File: config.mk
export PLATFORM = sky130hd
export DESIGN_NAME = epi_top
export DESIGN_NICKNAME = d
export VERILOG_FILES = /design/src/inc/epi_pkg.sv /design/src/design/epi_top.sv
export SDC_FILE = /design/constraint.sdc
export NUM_CORES = 1
export LEC_CHECK = 0
export BUFFER_PORTS_ARGS = -buffer_cell sky130_fd_sc_hd__buf_2
export CORE_MARGIN = 1.5
export CORE_UTILIZATION = 55
export DETAILED_ROUTE_END_ITERATION = 12
export GPL_ROUTABILITY_DRIVEN = 0
export PLACE_DENSITY = 0.82
export SYNTH_ARGS = -nofsm -noshare
export SYNTH_HDL_FRONTEND = slang
export SYNTH_SLANG_ARGS = --single-unit
File: constraint.sdc
create_clock -name pclk -period 2.2 [get_ports pclk]
set_input_delay 0.33 -clock pclk [delete_from_list [all_inputs] [get_ports pclk]]
set_output_delay 0.33 -clock pclk [all_outputs]
set_load 0.05 [all_outputs]
File: src/inc/epi_pkg.sv
// package: register map, field positions, reset values for the pin interrupt block
package epi_pkg;
    // register byte offsets on the apb bus
    localparam logic [7:0] IRQ_SC_OFS    = 8'h00; // dedicated pin control and status
    localparam logic [7:0] PA_SC_OFS     = 8'h04; // port a status and control
    localparam logic [7:0] PA_PS_OFS     = 8'h08; // port a pin select
    localparam logic [7:0] PA_ES_OFS     = 8'h0c; // port a edge select
    localparam logic [7:0] PB_SC_OFS     = 8'h10; // port b status and control
    localparam logic [7:0] PB_PS_OFS     = 8'h14; // port b pin select
    localparam logic [7:0] PB_ES_OFS     = 8'h18; // port b edge select
    localparam logic [7:0] PD_SC_OFS     = 8'h1c; // port d status and control
    localparam logic [7:0] PD_PS_OFS     = 8'h20; // port d pin select
    localparam logic [7:0] PD_ES_OFS     = 8'h24; // port d edge select
    localparam logic [7:0] DS_A_OFS      = 8'h28; // port a drive strength
    localparam logic [7:0] DS_B_OFS      = 8'h2c; // port b drive strength
    localparam logic [7:0] DS_D_OFS      = 8'h30; // port d drive strength
    localparam logic [7:0] PIN_LVL_OFS   = 8'h34; // dedicated pin level for level-test branches
    // status and control field positions (port and dedicated pin share layout)
    localparam int SC_MOD_BIT            = 0;     // detect mode: 1 edge and level
    localparam int SC_IE_BIT             = 1;     // local interrupt enable
    localparam int SC_ACK_BIT            = 2;     // write 1 clears flag, reads 0
    localparam int SC_IF_BIT             = 3;     // interrupt flag, read only
    localparam int SC_PE_BIT             = 4;     // dedicated pin enable
    localparam int SC_EDG_BIT            = 5;     // dedicated pin polarity: 1 rising/high
    localparam int SC_PDD_BIT            = 6;     // dedicated pin pull disable
    // reset values
    localparam logic [7:0] RST_BYTE      = 8'h00;
endpackage

File: src/design/epi_top.sv
// pin interrupt detection for the dedicated request pin and ports a, b, d
//
// Our own choices: the register offsets and the APB register port.
`timescale 1ns/1ps
module epi_top #(
    parameter int W = 8                       // pins per port
) (
    input  wire logic          pclk,
    input  wire logic          presetn,
    input  wire logic          psel,
    input  wire logic          penable,
    input  wire logic          pwrite,
    input  wire logic [7:0]    paddr,
    input  wire logic [31:0]   pwdata,
    output logic      [31:0]   prdata,
    output logic               pready,
    output logic               pslverr,
    input  wire logic          irq_pin,       // dedicated request pin
    input  wire logic [3*W-1:0] port_pins,    // ports a, b, d packed low to high
    output logic               irq_pull_en,   // internal pull on dedicated pin
    output logic               irq_pull_up,   // 1 pull-up, 0 pull-down
    output logic [3*W-1:0]     port_pull_up,  // per pin pull-up on
    output logic [3*W-1:0]     port_pull_dn,  // per pin pull-down on
    output logic [3*W-1:0]     pin_high_drive,// per pin high drive strength
    output logic               cpu_irq_req,   // request toward the cpu
    output logic               wake_req       // wake from stop or wait
);
    // register storage
    logic [6:0]     irq_ctl_r;                // mod, ie, pe, edg, pdd in their bits
    logic           irq_pin_flag_r;
    logic [2:0]     port_int_detect_mode_r;
    logic [2:0]     port_int_enable_r;
    logic [2:0]     port_int_flag_r;
    logic [3*W-1:0] port_int_pin_select_reg_r;
    logic [3*W-1:0] edge_sel_r;
    logic [3*W-1:0] drive_r;
    // synchronisers and previous samples
    logic           irq_s1_r, irq_s2_r, irq_prev_r;
    logic [3*W-1:0] p_s1_r, p_s2_r, p_prev_r;
    logic [31:0]    prdata_r;
    logic           cpu_irq_r, wake_r;
    logic           pu_r, pen_r;
    logic [3*W-1:0] ppu_r, ppd_r;

    // apb decode
    wire            acc       = psel && penable;
    wire            wr        = acc && pwrite;
    wire [31:0]     wd        = pwdata;
    wire            hit_irq   = paddr == epi_pkg::IRQ_SC_OFS;
    wire            hit_lvl   = paddr == epi_pkg::PIN_LVL_OFS;
    wire [2:0]      hit_sc    = {paddr == epi_pkg::PD_SC_OFS, paddr == epi_pkg::PB_SC_OFS,
                                 paddr == epi_pkg::PA_SC_OFS};
    wire [2:0]      hit_ps    = {paddr == epi_pkg::PD_PS_OFS, paddr == epi_pkg::PB_PS_OFS,
                                 paddr == epi_pkg::PA_PS_OFS};
    wire [2:0]      hit_es    = {paddr == epi_pkg::PD_ES_OFS, paddr == epi_pkg::PB_ES_OFS,
                                 paddr == epi_pkg::PA_ES_OFS};
    wire [2:0]      hit_ds    = {paddr == epi_pkg::DS_D_OFS, paddr == epi_pkg::DS_B_OFS,
                                 paddr == epi_pkg::DS_A_OFS};
    wire            mapped    = hit_irq || hit_lvl || (|hit_sc) || (|hit_ps) || (|hit_es)
                                || (|hit_ds);

    // dedicated pin control fields
    wire            irq_mode  = irq_ctl_r[epi_pkg::SC_MOD_BIT];
    wire            irq_ie    = irq_ctl_r[epi_pkg::SC_IE_BIT];
    wire            irq_en    = irq_ctl_r[epi_pkg::SC_PE_BIT];
    wire            irq_rise  = irq_ctl_r[epi_pkg::SC_EDG_BIT];
    wire            irq_pull_disable = irq_ctl_r[epi_pkg::SC_PDD_BIT];
    // asserted level of the dedicated pin after polarity
    wire            irq_act   = irq_s2_r ~^ irq_rise;
    wire            irq_actp  = irq_prev_r ~^ irq_rise;
    wire            irq_edge  = irq_en && irq_act && !irq_actp;
    wire            irq_hold  = irq_en && irq_mode && irq_act;
    wire            irq_ack   = wr && hit_irq && wd[epi_pkg::SC_ACK_BIT];
    wire            irq_flag_nxt = irq_edge || irq_hold ||
                                   (irq_pin_flag_r && !irq_ack);

    // port pin asserted levels: select 0 low active, 1 high active
    wire [3*W-1:0]  p_act     = ~(p_s2_r ^ edge_sel_r);
    wire [3*W-1:0]  p_actp    = ~(p_prev_r ^ edge_sel_r);
    // edge: previous sample deasserted, current asserted, pin selected
    wire [3*W-1:0]  p_edge    = port_int_pin_select_reg_r & p_act & ~p_actp;
    wire [3*W-1:0]  p_lvl     = port_int_pin_select_reg_r & p_act;
    logic [2:0]     port_set;
    logic [2:0]     port_ack;
    logic [2:0]     port_flag_nxt;

    // per-port set, acknowledge and next flag
    always_comb
    begin
        for (int k = 0; k < 3; k++)
        begin
            port_set[k] = (|p_edge[k*W +: W]) ||
                          (port_int_detect_mode_r[k] && (|p_lvl[k*W +: W]));
            port_ack[k] = wr && hit_sc[k] && wd[epi_pkg::SC_ACK_BIT];
            port_flag_nxt[k] = port_set[k] || (port_int_flag_r[k] && !port_ack[k]);
        end
    end

    // read data mux
    logic [31:0]    rd_nxt;
    always_comb
    begin
        rd_nxt = 32'h0000_0000;
        for (int k = 0; k < 3; k++)
        begin
            if (hit_sc[k])
            begin
                rd_nxt[epi_pkg::SC_MOD_BIT] = port_int_detect_mode_r[k];
                rd_nxt[epi_pkg::SC_IE_BIT]  = port_int_enable_r[k];
                rd_nxt[epi_pkg::SC_IF_BIT]  = port_int_flag_r[k];
            end
            else if (hit_ps[k])
                rd_nxt[W-1:0] = port_int_pin_select_reg_r[k*W +: W];
            else if (hit_es[k])
                rd_nxt[W-1:0] = edge_sel_r[k*W +: W];
            else if (hit_ds[k])
                rd_nxt[W-1:0] = drive_r[k*W +: W];
        end
        if (hit_irq)
        begin
            rd_nxt[6:0] = irq_ctl_r;
            rd_nxt[epi_pkg::SC_ACK_BIT] = 1'b0;
            rd_nxt[epi_pkg::SC_IF_BIT]  = irq_pin_flag_r;
        end
        else if (hit_lvl)
            rd_nxt[0] = irq_en ? irq_s2_r : 1'b0;
    end

    // two-stage synchronisers, then one extra sample for edge compare
    always_ff @(posedge pclk or negedge presetn)
    begin
        if (!presetn)
        begin
            irq_s1_r   <= 1'b0;
            irq_s2_r   <= 1'b0;
            irq_prev_r <= 1'b0;
            p_s1_r     <= '0;
            p_s2_r     <= '0;
            p_prev_r   <= '0;
        end
        else
        begin
            irq_s1_r   <= irq_pin;
            irq_s2_r   <= irq_s1_r;
            irq_prev_r <= irq_s2_r;
            p_s1_r     <= port_pins;
            p_s2_r     <= p_s1_r;
            p_prev_r   <= p_s2_r;
        end
    end

    // register writes and flags
    always_ff @(posedge pclk or negedge presetn)
    begin
        if (!presetn)
        begin
            irq_ctl_r                 <= '0;
            irq_pin_flag_r            <= 1'b0;
            port_int_detect_mode_r    <= '0;
            port_int_enable_r         <= '0;
            port_int_flag_r           <= '0;
            port_int_pin_select_reg_r <= '0;
            edge_sel_r                <= '0;
            drive_r                   <= '0;
        end
        else
        begin
            irq_pin_flag_r  <= irq_flag_nxt;
            port_int_flag_r <= port_flag_nxt;
            if (wr && hit_irq)
            begin
                irq_ctl_r <= wd[6:0];
                irq_ctl_r[epi_pkg::SC_ACK_BIT] <= 1'b0;
                irq_ctl_r[epi_pkg::SC_IF_BIT]  <= 1'b0;
            end
            for (int k = 0; k < 3; k++)
            begin
                if (wr && hit_sc[k])
                begin
                    port_int_detect_mode_r[k] <= wd[epi_pkg::SC_MOD_BIT];
                    port_int_enable_r[k]      <= wd[epi_pkg::SC_IE_BIT];
                end
                if (wr && hit_ps[k])
                    port_int_pin_select_reg_r[k*W +: W] <= wd[W-1:0];
                if (wr && hit_es[k])
                    edge_sel_r[k*W +: W] <= wd[W-1:0];
                if (wr && hit_ds[k])
                    drive_r[k*W +: W] <= wd[W-1:0];
            end
        end
    end

    // registered outputs: bus answer, pulls, request, wake
    always_ff @(posedge pclk or negedge presetn)
    begin
        if (!presetn)
        begin
            prdata_r  <= 32'h0000_0000;
            cpu_irq_r <= 1'b0;
            wake_r    <= 1'b0;
            pen_r     <= 1'b0;
            pu_r      <= 1'b0;
            ppu_r     <= '0;
            ppd_r     <= '0;
        end
        else
        begin
            prdata_r  <= (psel && !penable) ? rd_nxt : prdata_r;
            cpu_irq_r <= (irq_flag_nxt && irq_ie) ||
                         (|(port_flag_nxt & port_int_enable_r));
            wake_r    <= (irq_flag_nxt && irq_ie) ||
                         (|(port_flag_nxt & port_int_enable_r));
            pen_r     <= irq_en && !irq_pull_disable;
            pu_r      <= !irq_rise;
            ppu_r     <= port_int_pin_select_reg_r & ~edge_sel_r;
            ppd_r     <= port_int_pin_select_reg_r & edge_sel_r;
        end
    end

    assign prdata         = prdata_r;
    assign pready         = 1'b1;
    assign pslverr        = 1'b0;
    assign irq_pull_en    = pen_r;
    assign irq_pull_up    = pu_r;
    assign port_pull_up   = ppu_r;
    assign port_pull_dn   = ppd_r;
    assign pin_high_drive = drive_r;
    assign cpu_irq_req    = cpu_irq_r;
    assign wake_req       = wake_r;
endmodule // epi_top

==> impl_results.md <==
* Run status: completed
* Pre-Repair DR Iteration Count at 5
* Count of cell types in the netlist at 74
* FILL cells at 1173
* I/O pin count at 180
* Fraction of final layout cells with drive strength greater than 1 at 0.289
* Cell leakage power at 5.62 nW
* Sequential Area at 5530 um2
* Max cap viols at 0
* Cell area after synthesis at roughly 9400 um2
* Placeable core region at 16600 um2
* Reported net switching power at 0.00210 W
* Full die area at around 18000 um2
* Final hold violation count at 0
* GR Overflow Total at 0
* Capture endpoint of the worst hold path: pin_high_drive[11]$_DFFE_PN0P_
* Initial antenna violation count at 0
* Comb pwr share at 0.075
* Fin nets at 1015
* First-pass GRT wire length at 37.6 mm
* Area added between synthesis and finish at 22.1%
* Startpoint class of the critical path: flop
* Maximum resistive drop on vdd at 0.796 mV
* Count of flip-flops with a built-in enable after synthesis at 0
* Sink Count at 221
* Time the worst path needs with I/O delays and setup at 2070 ps
* Pint at 0.00688 W
* Top cells by area, synth: sky130_fd_sc_hd__dfrtp_1, sky130_fd_sc_hd__mux2_2, sky130_fd_sc_hd__mux2_1, sky130_fd_sc_hd__buf_4, sky130_fd_sc_hd__xnor2_1
* Critical path's largest stage delay at 460 ps
* Worst Skew at approximately 25 ps
* Category of the worst setup path capture point: flop
* P per Cell Area at 782 nW/um2
* Prevailing post-synth register cell: sky130_fd_sc_hd__dfrtp_1
* Number of global-route vias before repair at 6849
* Worst slew margin at 0.596
* Number of standard-cell rows in the floorplan at 47
* Arrival time at the worst endpoint at 2440 ps
* TritonCTS clock tree: built
* Source-to-sink clock delay at the later pin of the worst-skew pair at 520 ps
* Portion of total power attributed to the clock network at 0.451
* Worst R2R Path Depth at 7
* Post-DP HPWL at 16.3 mm
* Global Route Usage Sum at 0.269
* Synth top area share at 0.588
* # port buffers at 129
* Setup slack after placement at around 64 ps
* Cell depth of the worst min-delay path at 2
* Post-route clock period utilization at 0.939
* Drt total wl at about 23 mm
* Most frequent cells in the layout: sky130_fd_sc_hd__dfrtp_1, sky130_fd_sc_hd__buf_2, sky130_fd_sc_hd__mux2_2
* Share of total power in sequential cells at 0.474
* Flip-flop and latch count after synthesis at 221
* Per-cell routed wire length at between 15 and 20 um
* Final critical-path setup slack at 135 ps
* Cell type contributing the most total cell area after synthesis: sky130_fd_sc_hd__dfrtp_1
* Cell with the biggest individual delay on the critical path: sky130_fd_sc_hd__dfrtp_1
* Most common library cell in the layout ignoring fill and taps: sky130_fd_sc_hd__dfrtp_1
* Type of the worst setup path: flop to flop
* Starting density of the core at 0.565
* Worst slew pin tran at approximately 600 ps
* Switching share of total power at 0.234
* Worst R2R End: wake_req$_DFF_PN0_
* DR iter-0 viols at 524
* Unrepaired setup endpoints after global routing: no
* Area of the multi-input gates at 3570 um2
* Die Y at 134 um
* Class of the tightest hold or removal check: input pin to flop
* Setup violators final at 0
* Final ANT Viol Nets at 0
* Sequential share of the synthesized area at 0.588
* Overall die width at roughly 130 um
* Synthesis warning total at 0
* Gate count of the mapped netlist at 753
* Maximum achievable frequency at 484 MHz
* DRC violations left at 0
* Library cell used as clock root buffer: sky130_fd_sc_hd__clkbuf_16
* Diode count at 0
* Start point of the worst min-delay path: pwdata[3]
* Summed negative setup slack over all endpoints at 0 ps
* Required time at the endpoint of the critical path at 2570 ps
* Total vias in the final route at 6833
* Pin count of the biggest net entering global routing at 61
* Via-per-instance ratio at 5.79
* Critical Path Fanout Max at 7
* List of cells traversed by the critical path: xnor2_1, a22o_1, o41ai_1, nand4b_1, buf_4, a22oi_1, nand3_1
* Clock-pin slew reported for the worst setup and hold paths after clock tree synthesis at 60 ps
* Buffers from clock root to sink, at most at 3
* Maximum level of the CTS H-tree at 1
* Number of clock buffers inserted by TritonCTS at 24
* Mean instance size in the synthesized netlist at 12.5 um2
* Launch instance of the worst register-to-register path: edge_sel_r[7]$_DFFE_PN0P_
* Final number of max-transition violations at 0
* Reg2Reg Setup Slack at between 100 and 150 ps
* FFs w/ async S/R, synth at 1.00
==> power groups by stage <==
stage / Clock (W) / Sequential, W / Combinational, W
after floorplan: 0 / 0.00437 / 0.000351
after global placement: 0 / 0.00432 / 0.000620
after detailed placement: 0 / 0.00433 / 0.000630
after CTS: 0.00411 / 0.00426 / 0.000670
after global routing: 0.00429 / 0.00427 / 0.000725
final: 0.00405 / 0.00426 / 0.000674
==> cells by family after synthesis <==
kind of cell | synth area share
XOR/XNOR | 0.0223
other | 0.000798
AND/OR/NAND/NOR | 0.138
multiplexers | 0.112
AO/OA/AOI/OAI | 0.0968
buffers and inverters | 0.0418
flip-flops | 0.588
==> worst max-delay path by stage <==
stage                                   start                           end  slack [ps]  cells after the start
floorplan                            paddr[7]  port_int_flag_r[1]$_DFF_PN0_         280                      6
global route        edge_sel_r[7]$_DFFE_PN0P_            wake_req$_DFF_PN0_          20                      7
CTS                 edge_sel_r[7]$_DFFE_PN0P_            wake_req$_DFF_PN0_          60                      6
finish              edge_sel_r[7]$_DFFE_PN0P_            wake_req$_DFF_PN0_         130                      7
global placement                     paddr[4]         prdata[0]$_DFFE_PN0P_          80                      7
detailed placement                   paddr[4]         prdata[0]$_DFFE_PN0P_          60                      7
==> synth_stat cells (12+ instances only) <==
cell type,count
sky130_fd_sc_hd__nor2_1,20
sky130_fd_sc_hd__inv_1,13
sky130_fd_sc_hd__and2_1,26
sky130_fd_sc_hd__mux2_2,48
sky130_fd_sc_hd__a21oi_1,23
sky130_fd_sc_hd__o22ai_1,16
sky130_fd_sc_hd__mux2_1,36
sky130_fd_sc_hd__xnor2_1,24
sky130_fd_sc_hd__nor2b_1,30
sky130_fd_sc_hd__buf_4,30
sky130_fd_sc_hd__dfrtp_1,221
sky130_fd_sc_hd__nand2b_1,19
sky130_fd_sc_hd__o21ai_0,12
sky130_fd_sc_hd__a22oi_1,21
sky130_fd_sc_hd__nand2_1,44
sky130_fd_sc_hd__nor3_1,15
==> metal layers <==
metal	share of wire	track usage	vias up
li1	-	-	3035
met1	0.41	0.370	3383
met2	0.47	0.423	338
met3	0.083	0.0692	77
met4	0.036	0.0900	0
met5	0	0	-
==> registers in the layout, summed over array words and instances (netlist names) <==
signal and flops:
port_int_pin_select_reg_r 24, port_int_flag_r 3, port_int_detect_mode_r 3, irq_pin_flag_r 1, edge_sel_r 24, irq_pull_up 1
pin_high_drive 24, port_pull_up 24, port_pull_dn 24, irq_prev_r 1, irq_ctl_r 5, irq_s2_r 1
wake_req 1, port_int_enable_r 3, p_prev_r 24, p_s2_r 24, irq_s1_r 1, irq_pull_en 1
prdata 8, p_s1_r 24
==> stage by stage <==
| step | cell area, um2 | utilization | hold slack (ps) | std cells | total power, W |
|---|---|---|---|---|---|
| after floorplan | 9500 | - | 34.4 | 777 | 0.00472 |
| after global placement | 10400 | 0.626 | 282 | 1112 | 0.00494 |
| after detailed placement | 10400 | 0.626 | 290 | 1112 | 0.00496 |
| after CTS | 11500 | 0.690 | 195 | 1180 | 0.00904 |
| after global routing | 11500 | 0.690 | 208 | 1181 | 0.00928 |
| final | 11500 | 0.690 | 217 | 1181 | 0.00898 |
==> worst max-delay path: cells and delay by family (launching register included) <==
kind,cells,cell delay (ps)
DFF,1,460
buffers and inverters,1,180
xor gates and xnor gates,1,160
and+or+nand+nor,2,240
AOI/OAI and AO/OA,3,880
==> area by class of cell <==
| type | instances | share of cell area |
|---|---|---|
| clock buffers | 34 | 0.0590 |
| clock inverters | 8 | 0.0113 |
| repair buffers | 198 | 0.109 |
| inverters | 13 | 0.00425 |
| well taps | 220 | 0.0240 |
| multi-input cells | 487 | 0.311 |
| flip-flops and latches | 221 | 0.481 |
==> repair_timing <==
item	in CTS	in global routing
setup buffers	0	1
hold buffers	26	0
setup endpoints to repair	0	1
endpoints found under the hold margin	79	0
resized for setup	0	0
(Power assumes the default switching activity.)
